`config.mk`:
```
export PLATFORM = sky130hd
export DESIGN_NAME = lfptr_top
export DESIGN_NICKNAME = d
export VERILOG_FILES = /design/src/lfptr_pkg.sv /design/src/lfptr_top.sv /design/src/lfptr_poll_timer.sv /design/src/lfptr_decoder.sv
export VERILOG_INCLUDE_DIRS = /design/src
export SDC_FILE = /design/constraint.sdc
export NUM_CORES = 1
export LEC_CHECK = 0
export BUFFER_PORTS_ARGS = -buffer_cell sky130_fd_sc_hd__buf_4
export CAP_MARGIN = 20
export CORE_MARGIN = 1
export CORE_UTILIZATION = 31
export DETAILED_ROUTE_END_ITERATION = 8
export GPL_ROUTABILITY_DRIVEN = 0
export PLACE_DENSITY = 0.48
export SYNTH_ARGS = -nofsm -noshare
export SYNTH_HDL_FRONTEND = slang
export SYNTH_HIERARCHICAL = 1
export SYNTH_SLANG_ARGS = --single-unit
export TNS_END_PERCENT = 10
```
`constraint.sdc`:
```
create_clock -name sys_clk -period 4.5 [get_ports sys_clk]
set_input_delay 0.675 -clock sys_clk [delete_from_list [all_inputs] [get_ports sys_clk]]
set_output_delay 0.675 -clock sys_clk [all_outputs]
set_load 0.03 [all_outputs]
```
`src/lfptr_defines.svh`:
```
// Purpose: Register indices, fields, resets and timing counts of the LF receiver
// Assumes: Byte address of a register is four times its index
// Notes:   Included by the top module, the decoder and the front end model
`ifndef LFPTR_DEFINES_SVH
`define LFPTR_DEFINES_SVH

`define LFPTR_IDX_CDM        8'hB5
`define LFPTR_IDX_RXC        8'hC4
`define LFPTR_IDX_PRECNT     8'hC5
`define LFPTR_IDX_ONOFF      8'hC6
`define LFPTR_IDX_PCFG       8'hC7
`define LFPTR_IDX_PAT0L      8'hC8
`define LFPTR_IDX_PAT1H      8'hCB
`define LFPTR_IDX_STATUS     8'hCC
`define LFPTR_IDX_DATA       8'hCD

`define LFPTR_CDM_DYN_HI     5
`define LFPTR_CDM_DYN_LO     4
`define LFPTR_CDM_CAL        3
`define LFPTR_CDM_FREEZE     2
`define LFPTR_RXC_RECAL      7
`define LFPTR_RXC_BBM_HI     5
`define LFPTR_RXC_BBM_LO     4
`define LFPTR_RXC_TIMER      3
`define LFPTR_RXC_RXEN       2
`define LFPTR_PCFG_SYNM      4
`define LFPTR_PCFG_PSL       1
`define LFPTR_PCFG_PSEL      0
`define LFPTR_ST_DECODE_ERROR_FLAG      6
`define LFPTR_ST_OVF         3
`define LFPTR_ST_SYNC        1
`define LFPTR_ST_MATCH       0

`define LFPTR_RST_CDM        8'h00
`define LFPTR_RST_PRECNT     8'h64
`define LFPTR_RST_ONOFF      8'h00
`define LFPTR_RST_PCFG       8'h00
`define LFPTR_RST_PAT        8'hFF

// 18-chip sync word, first chip in bit 17; holds non-Manchester pairs
`define LFPTR_SYNC_WORD      18'h3C3A5

`define LFPTR_CLK_PERIOD_NS  100
`define LFPTR_LP_PERIOD_NS   500000
`define LFPTR_CHIP_TIME_NS   128205
`define LFPTR_LP_CYCLES      (`LFPTR_LP_PERIOD_NS / `LFPTR_CLK_PERIOD_NS)
`define LFPTR_CHIP_CYCLES    (`LFPTR_CHIP_TIME_NS / `LFPTR_CLK_PERIOD_NS)

`endif

```
`src/lfptr_pkg.sv`:
```
// Purpose: Types shared by the LF telegram receiver modules
// Assumes: Nothing beyond the defines header
// Notes:   Baseband mode codes follow the two-bit mode field
package lfptr_pkg;

  typedef enum logic [1:0] {
    LFPTR_BBM_OFF,
    LFPTR_BBM_ALWAYS,
    LFPTR_BBM_CARRIER,
    LFPTR_BBM_RSVD
  } lfptr_bbm_e;

  typedef struct packed {
    logic       timer_en;
    logic       rx_en;
    lfptr_bbm_e bbm;
  } lfptr_rxc_s;

  typedef struct packed {
    logic sync_hit;
    logic bit_valid;
    logic bit_value;
    logic violation;
  } lfptr_dec_s;

endpackage

```
`src/lfptr_top.sv`:
```
// Purpose: LF wakeup receiver control and telegram baseband behind an AXI4-Lite slave
// Assumes: Comparator and carrier detect arrive asynchronously from the analog front end
// Notes:   Registers are 8 bits in the low byte lane of one aligned word each
//
// Chosen here: the AXI4-Lite slave port.
`timescale 1ns/10ps
`include "lfptr_defines.svh"

// Notes on behaviour
// software sets dynamic threshold field to 01
// calibration enable calibrates at each power-up
// freeze bit holds threshold after calibration
// software writes zero to reserved bit
// timer enable cycles front end on/off
// readable on/off status of receiver
// timebase tick every N+1 oscillator periods
// off phase lasts (F+1)*4 timebase ticks
// on phase lasts (T+1)*(N/4+1) periods
// baseband switched by enable or timer
// mode 1 always, mode 2 after carrier
// telegram is preamble, sync, ID, payload
// ID compared against two stored patterns
// software drains data before overflow
// sync matcher watches 18 raw chips
// sync match sets flag, wakes CPU
// raw comparator level readable by software
// first 8/16 bits after sync are ID
// decode until violation or baseband off
// violation sets error, clears sync flag
// transmitter sends equal-value preamble
// recalibrate bit starts calibration on demand
// pattern length bit selects 8 or 16
// timer starts on, alternates, status tracks
// chip pair without transition is violation
module lfptr_top #(
  parameter int LP_CYCLES   = `LFPTR_LP_CYCLES,
  parameter int CHIP_CYCLES = `LFPTR_CHIP_CYCLES
) (
  input  wire logic        sys_clk,
  input  wire logic        sys_rst,
  input  wire logic [9:0]  s_axi_awaddr,
  input  wire logic        s_axi_awvalid,
  output logic             s_axi_awready,
  input  wire logic [31:0] s_axi_wdata,
  input  wire logic [3:0]  s_axi_wstrb,
  input  wire logic        s_axi_wvalid,
  output logic             s_axi_wready,
  output logic [1:0]       s_axi_bresp,
  output logic             s_axi_bvalid,
  input  wire logic        s_axi_bready,
  input  wire logic [9:0]  s_axi_araddr,
  input  wire logic        s_axi_arvalid,
  output logic             s_axi_arready,
  output logic [31:0]      s_axi_rdata,
  output logic [1:0]       s_axi_rresp,
  output logic             s_axi_rvalid,
  input  wire logic        s_axi_rready,
  input  wire logic        raw_comparator_in,
  input  wire logic        carrier_detect_in,
  output logic             frontend_on,
  output logic             calib_start,
  output logic             threshold_freeze,
  output logic [1:0]       dynamic_threshold_sel,
  output logic             baseband_active,
  output logic             wakeup_pulse
);
  import lfptr_pkg::*;

  localparam logic [1:0] RESP_OK  = 2'b00;
  localparam logic [1:0] RESP_ERR = 2'b10;

  // Registers and state
  logic [7:0]  cdm_reg, precnt_reg, onoff_reg, pcfg_reg;
  logic [7:0]  pat_reg [0:3];
  lfptr_rxc_s  rxc_reg;
  logic        decode_error_flag_reg, sync_reg, match_reg, drdy_reg, ovf_reg;
  logic [7:0]  data_reg;
  logic [1:0]  raw_sync_reg, cd_sync_reg;
  logic        carrier_seen_reg, power_q_reg;
  logic [15:0] lp_cnt_reg, chip_cnt_reg;
  logic        id_phase_reg;
  logic [3:0]  bit_cnt_reg;
  logic [15:0] id_shift_reg;
  logic [7:0]  byte_shift_reg;
  logic [9:0]  aw_addr_reg;
  logic [7:0]  w_data_reg;
  logic        aw_held_reg, w_held_reg, w_lane_reg;

  // Combinational
  logic        lp_tick, chip_tick, on_phase, rx_power;
  logic        wr_fire, rd_fire, wr_hit, rd_data_hit;
  logic [7:0]  wr_idx, rd_idx, rd_byte;
  logic        rd_ok, wr_ok;
  logic        id_last, id_match, recal_wr, st_wr, w1c_sync, w1c_err, w1c_match, w1c_ovf;
  logic [15:0] id_next;
  lfptr_dec_s  dec;

  // Pin inputs pass two flops; stage one feeds only stage two
  always_ff @(posedge sys_clk) begin
    if (sys_rst) begin
      raw_sync_reg <= 2'b00;
      cd_sync_reg  <= 2'b00;
    end else begin
      raw_sync_reg <= {raw_sync_reg[0], raw_comparator_in};
      cd_sync_reg  <= {cd_sync_reg[0], carrier_detect_in};
    end
  end

  // Low-power oscillator period and chip time as enable pulses
  assign lp_tick   = (lp_cnt_reg == 16'(LP_CYCLES - 1));
  assign chip_tick = (chip_cnt_reg == 16'(CHIP_CYCLES - 1));

  always_ff @(posedge sys_clk) begin
    if (sys_rst || lp_tick) begin
      lp_cnt_reg <= 16'h0000;
    end else begin
      lp_cnt_reg <= lp_cnt_reg + 16'h0001;
    end
  end

  always_ff @(posedge sys_clk) begin
    if (sys_rst || chip_tick) begin
      chip_cnt_reg <= 16'h0000;
    end else begin
      chip_cnt_reg <= chip_cnt_reg + 16'h0001;
    end
  end

  lfptr_poll_timer u_timer (
    .sys_clk  (sys_clk),
    .sys_rst  (sys_rst),
    .lp_tick  (lp_tick),
    .enable   (rxc_reg.timer_en),
    .precount (precnt_reg),
    .on_time  (onoff_reg[3:0]),
    .off_time (onoff_reg[7:4]),
    .on_phase (on_phase)
  );

  assign rx_power = rxc_reg.timer_en ? on_phase : rxc_reg.rx_en;

  // Carrier must be seen again after every power-up before mode 2 runs
  always_ff @(posedge sys_clk) begin
    if (sys_rst || !rx_power) begin
      carrier_seen_reg <= 1'b0;
    end else if (cd_sync_reg[1]) begin
      carrier_seen_reg <= 1'b1;
    end
  end

  always_ff @(posedge sys_clk) begin
    if (sys_rst) begin
      frontend_on     <= 1'b0;
      power_q_reg     <= 1'b0;
      calib_start     <= 1'b0;
      baseband_active <= 1'b0;
    end else begin
      frontend_on <= rx_power;
      power_q_reg <= rx_power;
      calib_start <= (rx_power && !power_q_reg && cdm_reg[`LFPTR_CDM_CAL]) || recal_wr;
      unique case (rxc_reg.bbm)
        LFPTR_BBM_ALWAYS:  baseband_active <= rx_power;
        LFPTR_BBM_CARRIER: baseband_active <= rx_power && carrier_seen_reg;
        default:           baseband_active <= 1'b0;
      endcase
    end
  end

  assign threshold_freeze      = cdm_reg[`LFPTR_CDM_FREEZE];
  assign dynamic_threshold_sel = cdm_reg[`LFPTR_CDM_DYN_HI:`LFPTR_CDM_DYN_LO];

  lfptr_decoder u_dec (
    .sys_clk   (sys_clk),
    .sys_rst   (sys_rst),
    .chip_tick (chip_tick),
    .raw       (raw_sync_reg[1]),
    .active    (baseband_active),
    .dec       (dec)
  );

  // Identifier and payload assembly
  assign id_next  = {id_shift_reg[14:0], dec.bit_value};
  assign id_last  = bit_cnt_reg == (pcfg_reg[`LFPTR_PCFG_PSL] ? 4'hF : 4'h7);
  assign id_match = pcfg_reg[`LFPTR_PCFG_PSL] ?
                    (id_next == {pat_reg[1], pat_reg[0]} ||
                     (pcfg_reg[`LFPTR_PCFG_PSEL] && id_next == {pat_reg[3], pat_reg[2]})) :
                    (id_next[7:0] == pat_reg[0] ||
                     (pcfg_reg[`LFPTR_PCFG_PSEL] && id_next[7:0] == pat_reg[2]));

  always_ff @(posedge sys_clk) begin
    if (sys_rst) begin
      id_phase_reg   <= 1'b0;
      bit_cnt_reg    <= 4'h0;
      id_shift_reg   <= 16'h0000;
      byte_shift_reg <= 8'h00;
    end else if (dec.sync_hit) begin
      id_phase_reg <= !pcfg_reg[`LFPTR_PCFG_SYNM];
      bit_cnt_reg  <= 4'h0;
    end else if (dec.bit_valid && id_phase_reg) begin
      id_shift_reg <= id_next;
      bit_cnt_reg  <= id_last ? 4'h0 : bit_cnt_reg + 4'h1;
      id_phase_reg <= !id_last;
    end else if (dec.bit_valid) begin
      byte_shift_reg <= {byte_shift_reg[6:0], dec.bit_value};
      bit_cnt_reg    <= {1'b0, bit_cnt_reg[2:0] + 3'h1};
    end
  end

  // Status flags: hardware set wins over a software clear in the same cycle
  assign st_wr     = wr_hit && wr_idx == `LFPTR_IDX_STATUS;
  assign w1c_sync  = st_wr && w_data_reg[`LFPTR_ST_SYNC];
  assign w1c_err   = st_wr && w_data_reg[`LFPTR_ST_DECODE_ERROR_FLAG];
  assign w1c_match = st_wr && w_data_reg[`LFPTR_ST_MATCH];
  assign w1c_ovf   = st_wr && w_data_reg[`LFPTR_ST_OVF];

  always_ff @(posedge sys_clk) begin
    if (sys_rst) begin
      sync_reg     <= 1'b0;
      decode_error_flag_reg   <= 1'b0;
      match_reg    <= 1'b0;
      ovf_reg      <= 1'b0;
      drdy_reg     <= 1'b0;
      data_reg     <= 8'h00;
      wakeup_pulse <= 1'b0;
    end else begin
      if (dec.sync_hit) sync_reg <= 1'b1;
      else if (dec.violation || w1c_sync) sync_reg <= 1'b0;
      if (dec.violation) decode_error_flag_reg <= 1'b1;
      else if (w1c_err) decode_error_flag_reg <= 1'b0;
      if (dec.bit_valid && id_phase_reg && id_last && id_match) match_reg <= 1'b1;
      else if (w1c_match) match_reg <= 1'b0;
      wakeup_pulse <= dec.sync_hit || (dec.bit_valid && id_phase_reg && id_last && id_match);
      if (dec.bit_valid && !id_phase_reg && bit_cnt_reg[2:0] == 3'h7) begin
        data_reg <= {byte_shift_reg[6:0], dec.bit_value};
        drdy_reg <= 1'b1;
        if (drdy_reg && !rd_data_hit) ovf_reg <= 1'b1;
      end else if (rd_data_hit) begin
        drdy_reg <= 1'b0;
      end
      if (w1c_ovf && !(dec.bit_valid && drdy_reg)) ovf_reg <= 1'b0;
    end
  end

  // AXI4-Lite write: address and data taken in either order, response after both
  assign s_axi_awready = !aw_held_reg && !s_axi_bvalid;
  assign s_axi_wready  = !w_held_reg && !s_axi_bvalid;
  assign wr_fire       = aw_held_reg && w_held_reg && !s_axi_bvalid;
  assign wr_idx        = aw_addr_reg[9:2];
  assign wr_ok         = wr_idx == `LFPTR_IDX_CDM || wr_idx == `LFPTR_IDX_STATUS ||
                         wr_idx == `LFPTR_IDX_DATA || (wr_idx >= `LFPTR_IDX_RXC && wr_idx <= `LFPTR_IDX_PAT1H);
  assign wr_hit        = wr_fire && wr_ok && w_lane_reg;
  assign recal_wr      = wr_hit && wr_idx == `LFPTR_IDX_RXC && w_data_reg[`LFPTR_RXC_RECAL];

  always_ff @(posedge sys_clk) begin
    if (sys_rst) begin
      aw_held_reg  <= 1'b0;
      w_held_reg   <= 1'b0;
      aw_addr_reg  <= 10'h000;
      w_data_reg   <= 8'h00;
      w_lane_reg   <= 1'b0;
      s_axi_bvalid <= 1'b0;
      s_axi_bresp  <= RESP_OK;
    end else begin
      if (s_axi_awvalid && s_axi_awready) begin
        aw_held_reg <= 1'b1;
        aw_addr_reg <= s_axi_awaddr;
      end
      if (s_axi_wvalid && s_axi_wready) begin
        w_held_reg <= 1'b1;
        w_data_reg <= s_axi_wdata[7:0];
        w_lane_reg <= s_axi_wstrb[0];
      end
      if (wr_fire) begin
        aw_held_reg  <= 1'b0;
        w_held_reg   <= 1'b0;
        s_axi_bvalid <= 1'b1;
        s_axi_bresp  <= wr_ok ? RESP_OK : RESP_ERR;
      end else if (s_axi_bready) begin
        s_axi_bvalid <= 1'b0;
      end
    end
  end

  always_ff @(posedge sys_clk) begin
    if (sys_rst) begin
      cdm_reg    <= `LFPTR_RST_CDM;
      precnt_reg <= `LFPTR_RST_PRECNT;
      onoff_reg  <= `LFPTR_RST_ONOFF;
      pcfg_reg   <= `LFPTR_RST_PCFG;
      rxc_reg    <= '0;
    end else if (wr_hit) begin
      unique case (wr_idx)
        `LFPTR_IDX_CDM:    cdm_reg <= w_data_reg & 8'h3C;
        `LFPTR_IDX_PRECNT: precnt_reg <= w_data_reg;
        `LFPTR_IDX_ONOFF:  onoff_reg <= w_data_reg;
        `LFPTR_IDX_PCFG:   pcfg_reg <= w_data_reg & 8'h13;
        `LFPTR_IDX_RXC:    rxc_reg <= {w_data_reg[`LFPTR_RXC_TIMER], w_data_reg[`LFPTR_RXC_RXEN],
                                       lfptr_bbm_e'(w_data_reg[`LFPTR_RXC_BBM_HI:`LFPTR_RXC_BBM_LO])};
        default:           ;
      endcase
    end
  end

  genvar gi;
  generate
    for (gi = 0; gi < 4; gi++) begin : g_pat
      always_ff @(posedge sys_clk) begin
        if (sys_rst) begin
          pat_reg[gi] <= `LFPTR_RST_PAT;
        end else if (wr_hit && wr_idx == `LFPTR_IDX_PAT0L + 8'(gi)) begin
          pat_reg[gi] <= w_data_reg;
        end
      end
    end
  endgenerate

  // AXI4-Lite read
  assign s_axi_arready = !s_axi_rvalid;
  assign rd_fire       = s_axi_arvalid && s_axi_arready;
  assign rd_idx        = s_axi_araddr[9:2];
  assign rd_data_hit   = rd_fire && rd_idx == `LFPTR_IDX_DATA;

  always_comb begin
    rd_ok   = 1'b1;
    rd_byte = 8'h00;
    if (rd_idx >= `LFPTR_IDX_PAT0L && rd_idx <= `LFPTR_IDX_PAT1H) begin
      rd_byte = pat_reg[rd_idx[1:0]];
    end else begin
      unique case (rd_idx)
        `LFPTR_IDX_CDM:    rd_byte = cdm_reg;
        `LFPTR_IDX_PRECNT: rd_byte = precnt_reg;
        `LFPTR_IDX_ONOFF:  rd_byte = onoff_reg;
        `LFPTR_IDX_PCFG:   rd_byte = pcfg_reg;
        `LFPTR_IDX_RXC:    rd_byte = {2'b00, rxc_reg.bbm, rxc_reg.timer_en, rxc_reg.rx_en,
                                      1'b0, frontend_on};
        `LFPTR_IDX_STATUS: rd_byte = {1'b0, decode_error_flag_reg, raw_sync_reg[1], 1'b0, ovf_reg, drdy_reg,
                                      sync_reg, match_reg};
        `LFPTR_IDX_DATA:   rd_byte = data_reg;
        default:           rd_ok = 1'b0;
      endcase
    end
  end

  always_ff @(posedge sys_clk) begin
    if (sys_rst) begin
      s_axi_rvalid <= 1'b0;
      s_axi_rdata  <= 32'h00000000;
      s_axi_rresp  <= RESP_OK;
    end else if (rd_fire) begin
      s_axi_rvalid <= 1'b1;
      s_axi_rdata  <= {24'h000000, rd_byte};
      s_axi_rresp  <= rd_ok ? RESP_OK : RESP_ERR;
    end else if (s_axi_rready) begin
      s_axi_rvalid <= 1'b0;
    end
  end
endmodule

```
`src/lfptr_poll_timer.sv`:
```
// Purpose: On/off polling timer for the LF front end
// Assumes: lp_tick is a one-cycle pulse per low-power oscillator period
// Notes:   Settings are read live; change them while the timer is off
`timescale 1ns/10ps
module lfptr_poll_timer (
  input  wire logic       sys_clk,
  input  wire logic       sys_rst,
  input  wire logic       lp_tick,
  input  wire logic       enable,
  input  wire logic [7:0] precount,
  input  wire logic [3:0] on_time,
  input  wire logic [3:0] off_time,
  output logic            on_phase
);
  import lfptr_pkg::*;

  logic [7:0] pre_reg;
  logic [5:0] unit_reg;
  logic [5:0] phase_reg;
  logic       run_reg;
  logic       tb_tick;
  logic       unit_end;

  assign tb_tick  = lp_tick && (pre_reg == precount);
  assign unit_end = lp_tick && (unit_reg == precount[7:2]);

  // Precounter restarts at each phase change so every off phase spans whole timebase ticks
  always_ff @(posedge sys_clk) begin
    if (sys_rst || !enable || !run_reg) begin
      pre_reg <= 8'h00;
    end else if (tb_tick || (on_phase && unit_end && phase_reg[3:0] == on_time)) begin
      pre_reg <= 8'h00;
    end else if (lp_tick) begin
      pre_reg <= pre_reg + 8'h01;
    end
  end

  always_ff @(posedge sys_clk) begin
    if (sys_rst || !enable) begin
      run_reg   <= 1'b0;
      on_phase  <= 1'b0;
      unit_reg  <= 6'h00;
      phase_reg <= 6'h00;
    end else if (!run_reg) begin
      run_reg   <= 1'b1;
      on_phase  <= 1'b1;
      unit_reg  <= 6'h00;
      phase_reg <= 6'h00;
    end else if (on_phase) begin
      if (unit_end) begin
        unit_reg <= 6'h00;
        if (phase_reg[3:0] == on_time) begin
          on_phase  <= 1'b0;
          phase_reg <= 6'h00;
        end else begin
          phase_reg <= phase_reg + 6'h01;
        end
      end else if (lp_tick) begin
        unit_reg <= unit_reg + 6'h01;
      end
    end else if (tb_tick) begin
      if (phase_reg == {off_time, 2'b11}) begin
        on_phase  <= 1'b1;
        phase_reg <= 6'h00;
        unit_reg  <= 6'h00;
      end else begin
        phase_reg <= phase_reg + 6'h01;
      end
    end
  end
endmodule

```
`src/lfptr_decoder.sv`:
```
// Purpose: Sync matcher and Manchester decoder on the sampled comparator chips
// Assumes: chip_tick is a one-cycle pulse per chip time, raw is already synchronised
// Notes:   No clock recovery; chip phase comes from a free divider
`timescale 1ns/10ps
`include "lfptr_defines.svh"
module lfptr_decoder (
  input  wire logic              sys_clk,
  input  wire logic              sys_rst,
  input  wire logic              chip_tick,
  input  wire logic              raw,
  input  wire logic              active,
  output lfptr_pkg::lfptr_dec_s  dec
);
  import lfptr_pkg::*;

  typedef enum logic [1:0] {HUNT, FIRST_CHIP, SECOND_CHIP} lfptr_dstate_e;

  lfptr_dstate_e state_reg;
  logic [17:0]   chips_reg;
  logic          first_reg;

  always_ff @(posedge sys_clk) begin
    if (sys_rst || !active) begin
      state_reg <= HUNT;
      chips_reg <= 18'h00000;
      first_reg <= 1'b0;
      dec       <= '0;
    end else begin
      dec <= '0;
      if (chip_tick) begin
        chips_reg <= {chips_reg[16:0], raw};
        unique case (state_reg)
          HUNT: begin
            if ({chips_reg[16:0], raw} == `LFPTR_SYNC_WORD) begin
              state_reg    <= FIRST_CHIP;
              dec.sync_hit <= 1'b1;
            end
          end
          FIRST_CHIP: begin
            first_reg <= raw;
            state_reg <= SECOND_CHIP;
          end
          SECOND_CHIP: begin
            if (raw == first_reg) begin
              dec.violation <= 1'b1;
              state_reg     <= HUNT;
            end else begin
              dec.bit_valid <= 1'b1;
              dec.bit_value <= first_reg;
              state_reg     <= FIRST_CHIP;
            end
          end
        endcase
      end
    end
  end
endmodule

```
==> impl_metrics.env, run 1 <==
export IMPL_status="finished clean"
export IMPL_ant_nets=0
export IMPL_drt_iter0_drc=401
export IMPL_grt_pass1_vias=7232
export IMPL_tightest_slew_ns=0.9508
export IMPL_synthCells=1079
export IMPL_clkSlewWorstSetupHoldPaths_ns=0.06
export IMPL_core_region_area_um2=32540
export IMPL_cts_tree="done"
export IMPL_synth_area_leaders="dfxtp_1 36%, edfxtp_1 9.4%, mux2i_1 5.3%"
export IMPL_nets=1183
export IMPL_ys_ff_latch=217
export IMPL_hold_buffers=0
export IMPL_power_mw=4.245
export IMPL_syn_area_um2=10240
export IMPL_syn_area_per_cell_um2=9.495
export IMPL_crit_path_top_delay_cell="or3_1"
export IMPL_hold_viol_final=0
export IMPL_max_clock_freq_mhz=362.9
export IMPL_synth_top_area_share=0.3615
export IMPL_grt_max_degree=67
export IMPL_vias_per_cell=4.869
export IMPL_fp_dieW_um=183.8
export IMPL_rsz0062_at_grt="no"
export IMPL_p_comb_frac=0.048
export IMPL_hp_class="primary input to register"
export IMPL_p_switching_uw=984.3
export IMPL_dr_total_vias=7645
export IMPL_synth_enable_flop_cells=32
export IMPL_r2r_cells=8
export IMPL_clock_path_buffers=3
export IMPL_drv_slew=0
export IMPL_cp_depth=8
export IMPL_worstPathArrival_ns=3.15
export IMPL_max_slew_margin=0.3638
export IMPL_yosys_area_top_type="dfxtp_1"
export IMPL_crit_required_ns=4.90
export IMPL_fin_skew_ns=0.009710
export IMPL_critPathTopFamily="simple AND/OR/NAND/NOR gates"
export IMPL_core_rowCount=66
export IMPL_yosys_warnings=6
export IMPL_antenna_found_initial=0
export IMPL_floorplan_die_height_um=183.8
export IMPL_grt_first_pass_wirelength_um=40580
export IMPL_synthArstFlopShare=0
export IMPL_p_leak_nw=3.928
export IMPL_cp_end_kind="register"
export IMPL_area_growth_pct=13.98
export IMPL_hold_path_depth=2
export IMPL_min_period_ns=2.755
export IMPL_diodes=0
export IMPL_drive_above_1_share=0.1277
export IMPL_critical_path_cell_chain="ha_1 -> nand2_1 -> nor4_2 -> buf_4 -> nand4_2 -> nor4bb_1 -> or3_1 -> nor2_2"
export IMPL_worst_path_max_fanout=16
export IMPL_critPathKind="register to register"
export IMPL_power_density_nw_per_um2=363.5
export IMPL_numCtsBuffers=26
export IMPL_ys_seq_area_frac=0.4553
export IMPL_pwr_share_seq=0.479
export IMPL_io_pins=113
export IMPL_clk_latency_ns=0.53
export IMPL_overflow=0
export IMPL_die_area_um2=33780
export IMPL_hpwl_um=17480
export IMPL_cp_start_kind="register"
export IMPL_tns_ns=0
export IMPL_drt_pre_antenna_iters=5
export IMPL_wl_per_cell_um=16.01
export IMPL_synth_cell_type_count=78
export IMPL_clockPowerShare=0.473
export IMPL_cp_slowest_stage_delay_ns=0.49
export IMPL_start_util=0.3149
export IMPL_clock_root_buffer="clkbuf_16"
export IMPL_period_share=0.6123
export IMPL_postCtsSetupBuffers=0
export IMPL_cts_sinks=217
export IMPL_drv_cap=0
export IMPL_wirelength_um=25140
export IMPL_htree_levels=1
export IMPL_netSwitchingFraction=0.2319
export IMPL_nFillCells=3339
export IMPL_largest_register_ffs=32
export IMPL_grt_usage=0.1513
export IMPL_setup_violations=0
export IMPL_port_buffers=55
export IMPL_vdd_drop_max_mv=0.2574
export IMPL_cp_num_buf_inv=1
export IMPL_drc_errors=0
export IMPL_cts_resized=0
export IMPL_yosys_most_used_dff="dfxtp_1"
export IMPL_intPower_mw=3.260
[power by group through the flow]
stage | sequential, mW | combinational [mW] | clock (mW)
floorplan | 2.07 | 0.154 | 0
global placement | 2.07 | 0.207 | 0
detailed placement | 2.07 | 0.207 | 0
CTS | 2.03 | 0.207 | 2.07
global route | 2.04 | 0.226 | 2.16
finish | 2.03 | 0.205 | 2.01
[metrics by stage]
stage                     utilization  area (um2)  instances  worst slack [ns]  hold WS, ns
after CTS                      0.3587       11670       1569             1.757       0.3069
after floorplan                     -       10340       1104             1.953       0.4052
final                          0.3589       11680       1570             1.745       0.3261
after detailed placement       0.3334       10850       1521             1.776       0.4323
after global placement         0.3334       10850       1521             1.758       0.4248
after global routing           0.3589       11680       1570             1.433       0.3157
[layout make-up]
type	instances	area [um2]	area share
tap	442	553.0	0.04736
inverter	14	52.55	0.004500
clock buffer	44	799.5	0.06847
multi-input combinational	789	5135	0.4397
timing repair buffer	60	450.4	0.03857
sequential	217	4664	0.3994
clock inverter	4	22.52	0.001929
[worst reg2reg max path, cell delays in order (launching register included)]
cell and delay [ns]:
dfxtp_1 0.36, ha_1 0.30, nand2_1 0.13, nor4_2 0.27, buf_4 0.27, nand4_2 0.28
nor4bb_1 0.47, or3_1 0.49, nor2_2 0.08
[cell usage after synthesis (12+ instances only)]
library cell	count
nand4_1	16
nand3_1	26
mux2i_1	54
buf_2	16
dfxtp_1	185
o21ai_0	15
nor4_1	12
buf_4	31
or3_1	34
nor2b_1	16
inv_1	14
nor3_1	20
nor2_1	115
nand2_1	125
a21oi_1	58
clkbuf_1	26
xnor2_1	57
and3_1	14
xor2_1	34
edfxtp_1	32
[layout by cell type, fill, tap and decap left out, types with 20 or more instances in the layout]
master and count:
edfxtp_1 32, or3_1 34, nor2_1 115, nor3_1 20, mux2i_1 54, xnor2_1 57
conb_1 26, a21oi_1 58, nand2_1 125, dfxtp_1 185, nand3_1 26, xor2_1 34
clkbuf_16 27, buf_4 60
[metal layers]
layer	track usage	up-vias	part of all wire
met3	0.02437	42	0.050
li1	-	3805	-
met4	0.04100	0	0.022
met2	0.2256	184	0.43
met1	0.2233	3614	0.50
met5	0	-	0
[cell families (layout without fill, tap and decap cells)]
group                      count (synthesis)  after routing  share of synthesized area
muxes                                     70             70                    0.08134
AOI/OAI and AO/OA                        148            148                    0.09538
xor gates and xnor gates                  91             91                    0.07780
buffers and inverters                     98            122                    0.05325
DFF                                      217            217                     0.4553
other                                      1             26                  0.0003660
adders and majority gates                 10             10                    0.01221
and+or+nand+nor                          444            444                     0.2244
[final timing paths]
| path | start | to | slack [ns] |
|---|---|---|---|
| worst max register to register | lp_cnt_reg[0]$_SDFF_PP0_ | u_timer/pre_reg[2]$_SDFFE_PP0P_ | 1.74 |
| worst min register to register | raw_sync_reg[0]$_SDFF_PP0_ | raw_sync_reg[1]$_SDFF_PP0_ | 0.44 |
| worst min-delay path | s_axi_rready | s_axi_rvalid$_SDFFE_PP0P_ | 0.33 |
| worst max-delay path | lp_cnt_reg[0]$_SDFF_PP0_ | u_timer/pre_reg[2]$_SDFFE_PP0P_ | 1.74 |
No activity file was read; power rests on OpenSTA's default activity.
==> run 2, diff against run 1 <==
Settings changed: PLACE_DENSITY 0.48 to 0.49.
Clock period 4.5 ns to 2.46 ns, I/O delays scaled along.
==> run 2 against run 1 <==
- sequential power up 83%
- clock-buffer cell count decreased by 14
- fmax increased by 24%
- critical path depth is the same
- critical path type unchanged
==> impl_metrics.env, run 2 (synthesis gave the netlist of run 1 again) <==
export IMPL_status="finished clean"
export IMPL_netSwitchingFraction=0.2297
export IMPL_finalInstanceArea_um2=11970
export IMPL_ant_nets=0
export IMPL_hp_class="primary input to register"
export IMPL_overflow=0
export IMPL_start_util=0.3149
export IMPL_drv_slew=0
export IMPL_grt_first_pass_wirelength_um=40690
export IMPL_worst_path_max_fanout=6
export IMPL_cts_tree="done"
export IMPL_tns_ns=0
export IMPL_tightest_slew_ns=0.7656
export IMPL_vdd_drop_max_mv=0.4762
export IMPL_final_common_cell="dfxtp_1"
export IMPL_diodes=0
export IMPL_fin_skew_ns=0.02007
export IMPL_grt_max_degree=33
export IMPL_clockPowerShare=0.501
export IMPL_floorplan_die_height_um=183.8
export IMPL_drive_above_1_share=0.1510
export IMPL_grt_usage=0.1527
export IMPL_cp_end_kind="register"
export IMPL_die_area_um2=33780
export IMPL_cp_start_kind="register"
export IMPL_vias_per_cell=4.846
export IMPL_placed_area_um2=11030
export IMPL_wl_per_cell_um=16.00
export IMPL_area_growth_pct=16.84
export IMPL_largest_register_ffs=32
export IMPL_wirelength_um=25500
export IMPL_dp_slack_ns=0.1035
export IMPL_drc_errors=0
export IMPL_setup_violations=0
export IMPL_clkSlewWorstSetupHoldPaths_ns=0.06
export IMPL_max_clock_freq_mhz=451.1
export IMPL_antenna_found_initial=0
export IMPL_critPathKind="register to register"
export IMPL_numCtsBuffers=27
export IMPL_nFillCells=3343
export IMPL_crit_required_ns=2.88
export IMPL_cts_sinks=217
export IMPL_nets=1206
export IMPL_hpwl_um=17900
export IMPL_p_leak_nw=4.107
export IMPL_io_pins=113
export IMPL_p_switching_mw=1.892
export IMPL_drv_cap=0
export IMPL_port_buffers=55
export IMPL_drt_pre_antenna_iters=5
export IMPL_max_slew_margin=0.4896
export IMPL_intPower_mw=6.345
export IMPL_htree_levels=1
export IMPL_drt_iter0_drc=435
export IMPL_power_density_nw_per_um2=688.2
export IMPL_min_period_ns=2.217
export IMPL_hold_viol_final=0
export IMPL_clock_root_buffer="clkbuf_16"
export IMPL_worstPathArrival_ns=2.64
export IMPL_dr_total_vias=7724
export IMPL_timing_final_ws_setup_ns=0.2433
export IMPL_utilization=0.3679
export IMPL_p_comb_frac=0.048
export IMPL_fp_dieW_um=183.8
export IMPL_layout_common_cells="185 x dfxtp_1, 125 x nand2_1, 115 x nor2_1"
export IMPL_grt_pass1_vias=7382
export IMPL_period_share=0.9011
export IMPL_rsz0062_at_grt="no"
export IMPL_core_region_area_um2=32540
export IMPL_clk_latency_ns=0.54
export IMPL_pwr_share_seq=0.451
export IMPL_core_rowCount=66
export IMPL_clock_path_buffers=3
run 2: changes by cell type in the layout (fill, tap and decap cells not counted), moves of 3 or more:
cell,change
buf_4,+20
bufinv_16,+5
clkbuf_1,-9
clkbuf_8,-5
clkinv_1,+3
clkinv_2,+6
run 2: power by group through the flow:
stage	Sequential [mW]	Combinational, mW	Clock [mW]
floorplan	3.78	0.282	0
global placement	3.79	0.393	0
detailed placement	3.79	0.394	0
finish	3.72	0.393	4.13
global route	3.72	0.430	4.40
CTS	3.72	0.397	4.25
run 2: layout make-up:
| class | count | area (um2) | area share |
|---|---|---|---|
| clock buffer | 30 | 696.9 | 0.05822 |
| clock inverter | 20 | 234.0 | 0.01955 |
| inverter | 14 | 52.55 | 0.004390 |
| multi-input combinational | 789 | 5139 | 0.4293 |
| sequential | 217 | 4664 | 0.3897 |
| tap | 442 | 553.0 | 0.04620 |
| timing repair buffer | 82 | 630.6 | 0.05268 |
run 2: per-stage QoR:
step	hold WS [ns]	power (mW)	cells
after floorplan	0.4052	4.060	1104
after global placement	0.4303	4.185	1543
after detailed placement	0.4262	4.188	1543
after CTS	0.02450	8.358	1594
after global routing	0.04880	8.546	1594
final	0.04280	8.237	1594
run 2: layer usage:
metal	wire length, um	global-route usage	part of all wire	vias to the layer above
met4	439	0.04167	0.017	0
met1	12880	0.2210	0.51	3673
met2	11160	0.2371	0.44	166
met3	1024	0.01922	0.040	32
met5	0	0	0	-
li1	-	-	-	3853
run 2: worst paths after layout:
kind                              startpoint  cells past startpoint  slack, ns                                end
setup / recovery    lp_cnt_reg[0]$_SDFF_PP0_                      8       0.24  u_timer/phase_reg[2]$_SDFFE_PP0P_
hold / removal             carrier_detect_in                      2       0.04          cd_sync_reg[0]$_SDFF_PP0_
setup reg to reg    lp_cnt_reg[0]$_SDFF_PP0_                      8       0.24  u_timer/phase_reg[2]$_SDFFE_PP0P_
hold reg to reg   raw_sync_reg[0]$_SDFF_PP0_                      1       0.44         raw_sync_reg[1]$_SDFF_PP0_
run 2: critical path, stage by stage, from the launching register on:
cell and delay, ns:
dfxtp_1 0.36, ha_1 0.18, nand2_1 0.08, nor4_2 0.29, buf_4 0.21, nand2_1 0.12, or4_4 0.58, a22oi_1 0.18
o21ai_1 0.09
run 2: repair_timing:
| item | CTS | global route |
|---|---|---|
| hold endpoints to repair | 1 | 0 |
| gates resized for setup | 0 | 1 |
| hold buffers | 1 | 0 |
| endpoints found under the setup margin | 0 | 4 |
| buffers inserted | 0 | 0 |
==> run 3, diff against run 2 <==
Settings changed: CORE_UTILIZATION 31 to 41, MAX_ROUTING_LAYER set to met4, PLACE_DENSITY 0.49 to 0.61.
==> run 3 against run 2 <==
- total power decreased by 2.9%
- wire length decreased by 7.9%
- worst setup slack got worse by 0.015 ns
- sequential share of layout area increased by 0.73 points
- clock skew decreased by 0.011 ns
- die area decreased by 24%
- non-clock buffer count decreased by 4
- hold slack got worse by 0.013 ns
- first-iteration DRC count increased by 5.5%
- core utilization increased by 11 points
- sequential cell count unchanged
- combinational power decreased by 3%
- largest power group unchanged
- highest routed layer unchanged
==> impl_metrics.env, run 3 (synthesis gave the netlist of run 1 again) <==
export IMPL_clock_path_buffers=3
export IMPL_crit_required_ns=2.87
export IMPL_cp_end_kind="register"
export IMPL_io_pins=113
export IMPL_min_period_ns=2.232
export IMPL_tightest_slew_ns=0.7243
export IMPL_drv_cap=0
export IMPL_fp_dieW_um=160.1
export IMPL_grt_pass1_vias=7185
export IMPL_grt_first_pass_wirelength_um=38220
export IMPL_die_area_um2=25620
export IMPL_cp_start_kind="register"
export IMPL_start_util=0.4200
export IMPL_wl_met3_um=1475
export IMPL_final_common_cell="dfxtp_1"
export IMPL_clock_root_buffer="clkbuf_16"
export IMPL_core_rowCount=57
export IMPL_hp_class="primary input to register"
export IMPL_port_buffers=55
export IMPL_cts_sinks=217
export IMPL_hold_viol_final=0
export IMPL_power_density_nw_per_um2=680.4
export IMPL_hpwl_um=16350
export IMPL_ant_nets=0
export IMPL_worst_path_max_fanout=8
export IMPL_crit_path_top_delay_cell="nor4bb_1"
export IMPL_p_leak_nw=4.068
export IMPL_hold_slack_ns=0.03011
export IMPL_drt_iter0_drc=459
export IMPL_area_growth_pct=14.70
export IMPL_wl_per_cell_um=15.99
export IMPL_top_layer="met4"
export IMPL_wirelength_um=23480
export IMPL_wl_met2_um=10350
export IMPL_grt_usage=0.1888
export IMPL_drt_pre_antenna_iters=5
export IMPL_r2r_start="lp_cnt_reg[0]$_SDFF_PP0_"
export IMPL_drive_above_1_share=0.1477
export IMPL_finalInstanceArea_um2=11750
export IMPL_numCtsBuffers=25
export IMPL_wl_met1_um=11100
export IMPL_placed_area_um2=10860
export IMPL_critPathKind="register to register"
export IMPL_largest_register_ffs=32
export IMPL_rsz0062_at_grt="no"
export IMPL_period_share=0.9073
export IMPL_nets=1200
export IMPL_status="finished clean"
export IMPL_min_delay_start="s_axi_rready"
export IMPL_antenna_found_initial=0
export IMPL_drv_slew=0
export IMPL_tns_ns=0
export IMPL_diodes=0
export IMPL_drc_errors=0
export IMPL_overflow=0
export IMPL_cp_slowest_stage_delay_ns=0.44
export IMPL_critical_path_cell_chain="ha_1 -> nand2_1 -> nor4_2 -> buf_4 -> nand4_2 -> nor4bb_1 -> or3_1 -> buf_12 -> nor2_2"
export IMPL_vdd_drop_max_mv=0.4021
export IMPL_grt_max_degree=39
export IMPL_dr_total_vias=7749
export IMPL_vias_per_cell=5.279
export IMPL_htree_levels=1
export IMPL_setup_worst_path_start="lp_cnt_reg[0]$_SDFF_PP0_"
export IMPL_setup_violations=0
export IMPL_max_clock_freq_mhz=448.0
export IMPL_fin_skew_ns=0.009356
export IMPL_clk_latency_ns=0.52
export IMPL_floorplan_die_height_um=160.1
export IMPL_worstPathArrival_ns=2.65
export IMPL_layout_common_cells="185 x dfxtp_1, 125 x nand2_1, 115 x nor2_1"
export IMPL_core_region_area_um2=24390
export IMPL_cts_tree="done"
export IMPL_postCtsSetupBuffers=0
export IMPL_clkSlewWorstSetupHoldPaths_ns=0.06
export IMPL_max_slew_margin=0.5162
[run 3: timing repair]
| item | 4_1_cts | 5_1_grt |
|---|---|---|
| resized for setup | 0 | 1 |
| hold buffers | 0 | 0 |
| setup endpoints to repair | 0 | 3 |
[run 3: path summary, 6_finish.rpt]
kind / to / slack [ns] / cells after the start
min: s_axi_rvalid$_SDFFE_PP0P_ / 0.03 / 2
min reg2reg: raw_sync_reg[1]$_SDFF_PP0_ / 0.44 / 1
max reg2reg: u_timer/pre_reg[4]$_SDFFE_PP0P_ / 0.23 / 9
max: u_timer/pre_reg[4]$_SDFFE_PP0P_ / 0.23 / 9
[run 3: worst max-delay path: cells and delay by family, from the launching register on]
kind                     cells  cell delay (ns)
flip-flops                   1             0.36
adder cells (fa/ha/maj)      1             0.18
AND/OR/NAND/NOR              6             1.22
buffers and inverters        2             0.34
[run 3: cell type report]
class,count,area (um2)
multi-input combinational,789,5139
clock buffer,40,804.5
timing repair buffer,78,598.1
inverter,14,52.55
fill,2314,12640
clock inverter,6,87.58
tap,324,405.4
sequential,217,4664
[run 3: power breakdown]
group | total (mW) | leakage, nW | internal [mW] | switching [mW]
combinational | 0.383 | 1.91 | 0.134 | 0.249
clock | 3.90 | 0.445 | 2.44 | 1.45
sequential | 3.72 | 1.71 | 3.64 | 0.0734
total | 8.00 | 4.07 | 6.22 | 1.78
[run 3: layer usage]
metal  vias to the layer above  track usage
met2                       227       0.2834
met4                         0      0.05584
met3                        45      0.02701
met1                      3640       0.2626
li1                       3837            -
met5                         -            -
[run 3: metrics by stage]
step / cells / worst slack, ns / total power, mW / util
finish: 1468 / 0.2281 / 7.995 / 0.4818
global route: 1468 / 0.04263 / 8.298 / 0.4818
CTS: 1468 / 0.1186 / 8.093 / 0.4816
detailed placement: 1422 / 0.1221 / 4.176 / 0.4451
global placement: 1422 / 0.1594 / 4.171 / 0.4451
floorplan: 1104 / 0.1126 / 4.060 / -
